### config.mk
export PLATFORM = sky130hd
export DESIGN_NAME = int_dispatch
export DESIGN_NICKNAME = d
export VERILOG_FILES = /design/src/design/int_ctrl_pkg.sv /design/src/design/int_dispatch.sv
export SDC_FILE = /design/constraint.sdc
export NUM_CORES = 1
export LEC_CHECK = 0
export BUFFER_PORTS_ARGS = -buffer_cell sky130_fd_sc_hd__buf_4
export CAP_MARGIN = 40
export CORE_MARGIN = 2
export CORE_UTILIZATION = 35
export DETAILED_ROUTE_END_ITERATION = 10
export PLACE_DENSITY = 0.71
export SYNTH_ARGS = -nofsm -noshare
export SYNTH_HDL_FRONTEND = slang
export SYNTH_SLANG_ARGS = --single-unit
### constraint.sdc
create_clock -name ref_clk_i -period 21.5 [get_ports ref_clk_i]
set_clock_uncertainty 0.1 [all_clocks]
set_input_delay 4.3 -clock ref_clk_i [delete_from_list [all_inputs] [get_ports ref_clk_i]]
set_output_delay 4.3 -clock ref_clk_i [all_outputs]
set_load 0.01 [all_outputs]
### src/design/int_ctrl_pkg.sv
// shared constants and types of the interrupt enable and dispatch block
package int_ctrl_pkg;

    // number of interrupt sources and priority levels
    localparam int unsigned NUM_SRC    = 18;
    localparam int unsigned NUM_LVL    = 4;
    localparam int unsigned LVL_W      = 2;
    localparam int unsigned NUM_W      = 5;

    // register offsets on the register port
    localparam logic [7:0] INT_ENABLE_C_OFF = 8'h9a;
    localparam logic [7:0] INT_ENABLE_A_OFF = 8'ha8;
    localparam logic [7:0] INT_ENABLE_B_OFF = 8'hb8;
    localparam logic [7:0] DISPATCH_STAT_OFF = 8'hfe;

    // reset values of the enable registers
    localparam logic [7:0] INT_ENABLE_A_RST = 8'h00;
    localparam logic [7:0] INT_ENABLE_B_RST = 8'h00;
    localparam logic [7:0] INT_ENABLE_C_RST = 8'h00;

    // field positions
    localparam int unsigned GLOBAL_INT_ENABLE_BIT = 7;
    localparam int unsigned ENB_RO_BIT            = 6;
    localparam int unsigned STAT_BUSY_BIT         = 7;

    // vector layout: first vector and spacing between two
    localparam logic [7:0] VECTOR_BASE = 8'h03;
    localparam logic [7:0] VECTOR_STEP = 8'h08;

    // sources whose cpu-level flag is cleared by hardware on vectoring:
    // radio done, converter, usart0 rx, usart1/audio rx, timers 1..4
    localparam logic [NUM_SRC-1:0] AUTO_CLR_MASK = 18'h01e0f;

    // sources whose peripheral has its own per-source mask bits
    localparam logic [NUM_SRC-1:0] MOD_MASK_SRC  = 18'h1bf41;

    // shared audio numbers (rx and tx)
    localparam int unsigned AUDIO_RX_NUM = 3;
    localparam int unsigned AUDIO_TX_NUM = 14;

    // timing in machine cycles: detection then the forced call
    localparam int unsigned DETECT_CYCLES = 1;
    localparam int unsigned CALL_CYCLES   = 6;
    localparam int unsigned CNT_W         = 3;

    // dispatch sequencer states
    typedef enum logic [2:0] {
        ST_IDLE   = 3'b001,
        ST_DETECT = 3'b010,
        ST_CALL   = 3'b100
    } disp_state_e;

    // forced call carrier toward the cpu core
    typedef struct packed {
        logic [NUM_W-1:0] num;
        logic [7:0]       vector;
    } call_s;

endpackage

### src/design/int_dispatch.sv
// interrupt enable registers, pending flags and priority-gated dispatch
`timescale 1ns/1ps
module int_dispatch
    import int_ctrl_pkg::*;
#(
    parameter int unsigned MCYC_DIV = 1
) (
    input  wire logic                        ref_clk_i,
    input  wire logic                        rstn_i,
    input  wire logic [7:0]                  reg_addr_i,
    input  wire logic [7:0]                  reg_wdata_i,
    input  wire logic                        reg_wr_i,
    input  wire logic                        reg_rd_i,
    output logic      [7:0]                  reg_rdata_o,
    input  wire logic [NUM_SRC-1:0]          src_evt_i,
    input  wire logic [NUM_SRC-1:0]          mod_mask_any_i,
    input  wire logic [NUM_SRC-1:0]          mod_pending_i,
    input  wire logic [NUM_SRC-1:0]          mod_flag_clr_i,
    input  wire logic                        audio_rx_evt_i,
    input  wire logic                        audio_tx_evt_i,
    input  wire logic [NUM_SRC-1:0]          cpu_flag_clr_i,
    input  wire logic [NUM_SRC-1:0]          cpu_flag_set_i,
    input  wire logic [NUM_SRC*LVL_W-1:0]    prio_lvl_i,
    input  wire logic                        instr_boundary_i,
    input  wire logic                        reti_i,
    output logic [NUM_SRC-1:0]               cpu_flag_o,
    output logic                             call_start_o,
    output logic                             call_busy_o,
    output logic                             call_done_o,
    output call_s                            call_o,
    output logic [NUM_LVL-1:0]               active_lvl_o
);

    // vector address of an interrupt number
    function automatic logic [7:0] vector_of(input logic [NUM_W-1:0] num);
        logic [7:0] prod;
        prod = 8'({3'h0, num} * VECTOR_STEP);
        return 8'(VECTOR_BASE + prod);
    endfunction

    // map the three enable registers onto interrupt numbers
    function automatic logic [NUM_SRC-1:0] enables_of(input logic [7:0] ena,
                                                      input logic [7:0] enb,
                                                      input logic [7:0] enc);
        logic [NUM_SRC-1:0] e;
        e     = '0;
        e[0]  = ena[0];
        e[1]  = ena[1];
        e[2]  = ena[2];
        e[3]  = ena[3];
        e[4]  = ena[4];
        e[5]  = ena[5];
        e[6]  = enc[1];
        e[7]  = enc[2];
        e[8]  = enb[0];
        e[9]  = enb[1];
        e[10] = enb[2];
        e[11] = enb[3];
        e[12] = enb[4];
        e[13] = enb[5];
        e[14] = enc[3];
        e[15] = enc[4];
        e[16] = enc[0];
        e[17] = enc[5];
        return e;
    endfunction

    // highest set bit of the active level stack, valid flag in msb
    function automatic logic [LVL_W:0] top_level(input logic [NUM_LVL-1:0] act);
        logic [LVL_W:0] t;
        t = '0;
        for (int i = 0; i < NUM_LVL; i++) begin
            if (act[i]) begin
                t = {1'b1, LVL_W'(i)};
            end
        end
        return t;
    endfunction

    // priority level of one interrupt number
    function automatic logic [LVL_W-1:0] level_of(input logic [NUM_SRC*LVL_W-1:0] lvls,
                                                  input int                       num);
        return lvls[num*LVL_W +: LVL_W];
    endfunction

    // registers
    logic [7:0]          en_a_r, en_a_nxt;
    logic [7:0]          en_b_r, en_b_nxt;
    logic [7:0]          en_c_r, en_c_nxt;
    logic [7:0]          rdata_r, rdata_nxt;
    logic [NUM_SRC-1:0]  flag_r, flag_nxt;
    logic [NUM_LVL-1:0]  act_r, act_nxt;
    disp_state_e         state_r, state_nxt;
    logic [CNT_W-1:0]    cnt_r, cnt_nxt;
    call_s               call_r, call_nxt;
    logic [LVL_W-1:0]    lvl_r, lvl_nxt;
    logic                start_r, start_nxt;
    logic                done_r, done_nxt;
    logic [15:0]         div_r, div_nxt;
    logic                mcyc_en;

    // combinational helpers
    logic [NUM_SRC-1:0]  src_en;
    logic [NUM_SRC-1:0]  eligible;
    logic [LVL_W:0]      top;
    logic                win_vld;
    logic [NUM_W-1:0]    win_num;
    logic [LVL_W-1:0]    win_lvl;

    // machine cycle enable from the system clock divider
    // with the default divide of one the enable is high on every clock
    always_comb begin
        if (div_r >= 16'(MCYC_DIV - 1)) begin
            div_nxt = '0;
        end else begin
            div_nxt = 16'(div_r + 16'h0001);
        end
        mcyc_en = (div_r >= 16'(MCYC_DIV - 1));
    end

    // register writes and reads; read data stand one cycle later
    always_comb begin
        en_a_nxt  = en_a_r;
        en_b_nxt  = en_b_r;
        en_c_nxt  = en_c_r;
        rdata_nxt = 8'h00;
        if (reg_wr_i) begin
            case (reg_addr_i)
                INT_ENABLE_A_OFF: en_a_nxt = reg_wdata_i;
                INT_ENABLE_B_OFF: begin
                    en_b_nxt               = reg_wdata_i;
                    // bit 6 never stores a one, so it always reads back as zero
                    en_b_nxt[ENB_RO_BIT]   = 1'b0;
                end
                INT_ENABLE_C_OFF: en_c_nxt = reg_wdata_i;
                default:          ;
            endcase
        end
        if (reg_rd_i) begin
            case (reg_addr_i)
                INT_ENABLE_A_OFF:  rdata_nxt = en_a_r;
                INT_ENABLE_B_OFF:  rdata_nxt = en_b_r;
                INT_ENABLE_C_OFF:  rdata_nxt = en_c_r;
                DISPATCH_STAT_OFF: begin
                    rdata_nxt                = {4'h0, act_r};
                    rdata_nxt[STAT_BUSY_BIT] = ~state_r[0];
                end
                default:           rdata_nxt = 8'h00;
            endcase
        end
    end

    // enabled sources, gated by the global enable
    always_comb begin
        src_en = enables_of(en_a_r, en_b_r, en_c_r);
        if (!en_a_r[GLOBAL_INT_ENABLE_BIT]) begin
            src_en = '0;
        end
    end

    // pick the winner: higher level than the running service, ties to low number
    always_comb begin
        top      = top_level(act_r);
        eligible = '0;
        win_vld  = 1'b0;
        win_num  = '0;
        win_lvl  = '0;
        for (int i = 0; i < NUM_SRC; i++) begin
            eligible[i] = flag_r[i] & src_en[i] &
                          (!top[LVL_W] || (level_of(prio_lvl_i, i) > top[LVL_W-1:0]));
        end
        for (int i = NUM_SRC - 1; i >= 0; i--) begin
            if (eligible[i] && (!win_vld || level_of(prio_lvl_i, i) >= win_lvl)) begin
                win_vld = 1'b1;
                win_num = NUM_W'(i);
                win_lvl = level_of(prio_lvl_i, i);
            end
        end
    end

    // cpu-level flags: set wins over every clear
    // an event that lands in the vectoring cycle must not be lost to the auto-clear
    always_comb begin
        logic [NUM_SRC-1:0] set_v;
        logic [NUM_SRC-1:0] clr_v;
        set_v = '0;
        clr_v = cpu_flag_clr_i;
        for (int i = 0; i < NUM_SRC; i++) begin
            if (MOD_MASK_SRC[i]) begin
                set_v[i] = src_evt_i[i] & mod_mask_any_i[i];
            end else begin
                set_v[i] = src_evt_i[i];
            end
            set_v[i] = set_v[i] | (mod_flag_clr_i[i] & mod_pending_i[i]);
        end
        set_v[AUDIO_RX_NUM] = set_v[AUDIO_RX_NUM] | audio_rx_evt_i;
        set_v[AUDIO_TX_NUM] = set_v[AUDIO_TX_NUM] | audio_tx_evt_i;
        set_v = set_v | cpu_flag_set_i;
        if (start_nxt && AUTO_CLR_MASK[call_nxt.num]) begin
            clr_v[call_nxt.num] = 1'b1;
        end
        flag_nxt = (flag_r & ~clr_v) | set_v;
    end

    // dispatch sequencer: detect one machine cycle, then six-cycle forced call
    // the winner is latched at the boundary so that a late flag cannot redirect a call
    // boundaries seen while busy are dropped; the flag stays pending for later
    always_comb begin
        state_nxt = state_r;
        cnt_nxt   = cnt_r;
        call_nxt  = call_r;
        lvl_nxt   = lvl_r;
        start_nxt = 1'b0;
        done_nxt  = 1'b0;
        act_nxt   = act_r;
        case (state_r)
            ST_IDLE: begin
                if (instr_boundary_i && win_vld) begin
                    state_nxt       = ST_DETECT;
                    call_nxt.num    = win_num;
                    call_nxt.vector = vector_of(win_num);
                    lvl_nxt         = win_lvl;
                    cnt_nxt         = CNT_W'(DETECT_CYCLES);
                end
            end
            ST_DETECT: begin
                if (mcyc_en) begin
                    cnt_nxt = CNT_W'(cnt_r - 3'h1);
                    if (cnt_r == CNT_W'(1)) begin
                        state_nxt      = ST_CALL;
                        start_nxt      = 1'b1;
                        act_nxt[lvl_r] = 1'b1;
                        cnt_nxt        = CNT_W'(CALL_CYCLES);
                    end
                end
            end
            ST_CALL: begin
                if (mcyc_en) begin
                    cnt_nxt = CNT_W'(cnt_r - 3'h1);
                    if (cnt_r == CNT_W'(1)) begin
                        state_nxt = ST_IDLE;
                        done_nxt  = 1'b1;
                    end
                end
            end
            default: begin
                state_nxt = ST_IDLE;
                cnt_nxt   = '0;
            end
        endcase
        // a return always retires the highest level still in service
        if (reti_i && top[LVL_W]) begin
            act_nxt[top[LVL_W-1:0]] = 1'b0;
        end
    end

    // machine cycle divider register
    always_ff @(posedge ref_clk_i or negedge rstn_i) begin
        if (!rstn_i) begin
            div_r <= '0;
        end else begin
            div_r <= div_nxt;
        end
    end

    // enable registers and read data register
    always_ff @(posedge ref_clk_i or negedge rstn_i) begin
        if (!rstn_i) begin
            en_a_r  <= INT_ENABLE_A_RST;
            en_b_r  <= INT_ENABLE_B_RST;
            en_c_r  <= INT_ENABLE_C_RST;
            rdata_r <= 8'h00;
        end else begin
            en_a_r  <= en_a_nxt;
            en_b_r  <= en_b_nxt;
            en_c_r  <= en_c_nxt;
            rdata_r <= rdata_nxt;
        end
    end

    // cpu-level flag register
    always_ff @(posedge ref_clk_i or negedge rstn_i) begin
        if (!rstn_i) begin
            flag_r <= '0;
        end else begin
            flag_r <= flag_nxt;
        end
    end

    // dispatch sequencer registers
    always_ff @(posedge ref_clk_i or negedge rstn_i) begin
        if (!rstn_i) begin
            act_r   <= '0;
            state_r <= ST_IDLE;
            cnt_r   <= '0;
            call_r  <= '0;
            lvl_r   <= '0;
            start_r <= 1'b0;
            done_r  <= 1'b0;
        end else begin
            act_r   <= act_nxt;
            state_r <= state_nxt;
            cnt_r   <= cnt_nxt;
            call_r  <= call_nxt;
            lvl_r   <= lvl_nxt;
            start_r <= start_nxt;
            done_r  <= done_nxt;
        end
    end

    // outputs, all from flip-flops
    // busy is decoded from the one-hot state register, so it cannot glitch
    assign reg_rdata_o  = rdata_r;
    assign cpu_flag_o   = flag_r;
    assign call_start_o = start_r;
    assign call_done_o  = done_r;
    assign call_busy_o  = ~state_r[0];
    assign call_o       = call_r;
    assign active_lvl_o = act_r;

endmodule

==> key figures <==
Floorplanning
  • Chip height: 139 um
  • Ports: 214
  • Starting density of the core: 0.357
  • Core Rows: 49
  • Core ar.: 18000 um^2
  • Die area: 19400 um^2
  • Die X: 139 um

Power and ir drop
  • Max VDD drop: 0.0378 mV
  • Tot Pwr: 0.000418 W
  • Pwr Density: 38.6 nW/um^2
  • Leakage Power: 5.19 nW

Synthesis
  • Synth Register Bits: 74
  • Synth Instances: 738
  • Synth warnings: 0
  • Synthesized cell area: 6410 um^2
  • Sequential share of the synthesized area: 0.289
  • Ys flop type: dfrtp_1
  • EDFF count, synth: 0
  • Distinct cells, synth: 90
  • Syn Area/Cell: 8.68 um^2
  • Synth Net Count: 969
  • Post-synth ARST share: 1.00

Timing
  • Setup ws final: -3.69 ns
  • Slew Limit Fails: 0
  • Max_slew headroom: 0.383
  • Hold_ws: 0.399 ns
  • Hold Fails Final Rpt: 0
  • Fmax: 39.7 MHz
  • Fin crit period: 25.19 ns
  • Final setup violation count: 20
  • Worst-Margin Slew: 0.917 ns
  • RSZ-0062 raised after global routing: yes
  • Setup TNS: -66.85 ns
  • Final worst path period share: 1.17

Clock network
  • CTS tree: yes
  • Clk pin slew, worst setup/hold paths: 0.07 ns
  • Clock Latency Late Sink: 0.35 ns
  • CTS H-tree lvls: 3
  • TritonCTS sink count: 74
  • Root buffer cell: clkbuf_16
  • Post-CTS Hold Buffers: 0
  • Bufs on Longest Clock Path: 2
  • Total CTS buffers: 9

Run status
  • Status: finished, violations left
  • Failing checks: negative setup slack

Place
  • Pre-CTS worst setup slack: -4.06 ns
  • PortBufs: 204
  • Final GP Congestion: 0.891
  • DP Wirelength: 17900 um

Detailed routing
  • Routed length per placed instance: 18.3 um
  • Detailed Routing Iterations Pass 1: 5
  • DR vias: 7474
  • Routed Antenna Nets: 0
  • Avg Vias per Cell: 5.48
  • Remaining DRCs: 0
  • DR iter-0 viols: 503
  • Final wirelength: 24900 um

Worst hold path
  • Min-delay src: call_o[3]
  • WHS Path Cells: 2
  • WHS Endpoint: call_o[3]
  • Hold/Removal Path Class: flop to flop

Setup path
  • Crit path max-delay family: compound AO/OA/AOI/OAI gates
  • Crit start category: primary input
  • Worst r2r src: active_lvl_o[3]
  • Worst r2r dst: cpu_flag_o[9]
  • Internal reg-to-reg setup slack: -0.29 ns
  • Critical path endpoint category: flop
  • WP data required: 21.66 ns
  • Worst path bufs/invs: 38
  • Critical Path AT: 25.35 ns
  • CP max-delay cell: mux2_4
  • Class of the most critical setup path: primary input to flop
  • R2r worst-path depth: 131
  • Most frequent CP cell: buf_4
  • Worst-path maximum fanout: 5
  • Levels on crit path: 131
  • Slowest cell delay on critical path: 0.35 ns

Flow run
  • Max Cap Violations: 0

GRT
  • Grt ovf: 0
  • Largest net degree at the start of global routing: 50
  • GRT Total Usage: 0.247
  • Antenna violations before repair: 0
  • Vias in the first global route: 7676
  • Global-route wire length before repair: 38400 um

Final layout
  • Area Growth Syn to Fin: 68.8%
  • Final Core Density: 0.602
  • Layout cells sized above 1: 0.522
  • Nets@finish: 1361
  • Commonest non-fill, non-tap cell in the layout: buf_4
  • ANT cells: 0
  • Most frequent cells in the layout: buf_4, nand2_1, dfrtp_1
how the worst max path moves through the flow:
stage / start / endpoint / slack, ns
floorplan: prio_lvl_i[35] / cpu_flag_o[12] / -3.04
global placement: prio_lvl_i[35] / cpu_flag_o[9] / -3.83
detailed placement: prio_lvl_i[35] / cpu_flag_o[11] / -4.06
CTS: prio_lvl_i[35] / cpu_flag_o[12] / -3.35
global route: prio_lvl_i[35] / cpu_flag_o[9] / -4.42
finish: prio_lvl_i[35] / cpu_flag_o[9] / -3.69
per-stage QoR:
step	std cells	cell area, um^2
after floorplan	738	6820
after global placement	1263	9350
after detailed placement	1267	9410
after CTS	1349	10400
after global routing	1364	10800
final	1364	10800
power by group:
| group | switching [W] | internal [W] | leakage [nW] |
|---|---|---|---|
| registers | 0.00000636 | 0.000145 | 0.944 |
| clock network | 0.0000630 | 0.0000791 | 0.137 |
| logic | 0.0000602 | 0.0000635 | 4.11 |
| total | 0.000130 | 0.000288 | 5.19 |
cell usage after synthesis, types with 11 or more instances:
cell	number	area, um^2
a21oi_1	50	250
dfrtp_1	73	1830
ha_1	63	788
inv_1	42	158
mux2_2	26	293
nand2_1	93	349
nand2b_1	33	206
nand3_1	36	180
nor2_1	40	150
nor2b_1	18	113
nor3_1	11	55.1
o21ai_0	43	215
worst reg2reg max path: cells and delay by family (launching register included):
kind                     cells  cell delay, ns
AO/OA/AOI/OAI               45            7.35
adder cells (fa/ha/maj)     17            4.55
buffers and inverters       37            4.68
flip-flops                   1            0.44
multiplexers                 2            0.69
AND/OR/NAND/NOR             30            3.95
cell families (layout without fill, tap and decap cells):
kind of cell | count (synthesis) | in the layout | share of synthesized area
adder cells (fa/ha/maj) | 65 | 65 | 0.126
AND/OR/NAND/NOR | 276 | 276 | 0.219
other | 1 | 1 | 0.000585
flip-flops | 74 | 74 | 0.289
AO/OA/AOI/OAI | 234 | 234 | 0.272
buffers and inverters | 54 | 451 | 0.0344
multiplexers | 34 | 34 | 0.0590
routing by layer:
layer | routed length (um) | up-vias | part of all wire | global-route usage
li1 | - | 3556 | - | -
met1 | 10200 | 3550 | 0.41 | 0.304
met2 | 12200 | 300 | 0.49 | 0.428
met3 | 1520 | 68 | 0.061 | 0.0351
met4 | 1040 | 0 | 0.042 | 0.115
met5 | 0 | - | 0 | 0
sequential cells by signal, indices dropped and copies added (netlist names):
name and count:
call_done_o 1, en_a_r 8, state_r 3, cpu_flag_o 18, en_b_r 7, call_start_o 1
reg_rdata_o 8, en_c_r 8, lvl_r 2, active_lvl_o 4, cnt_r 3, call_o 11
area by class of cell:
cell class,count,area (um^2)
clock buffer,9,225
fill,1530,7150
multi-input combinational,610,5230
timing repair buffer,392,3010
clock inverter,7,52.6
tap,229,287
sequential,74,1850
inverter,43,161
repair_timing:
item / in CTS / in global routing
setup buffers: 67 / 17
gates resized for setup: 53 / 54
pin swaps: 82 / 81
setup endpoints to repair: 20 / 20
Note: power is estimated with default switching activity, not from simulation.
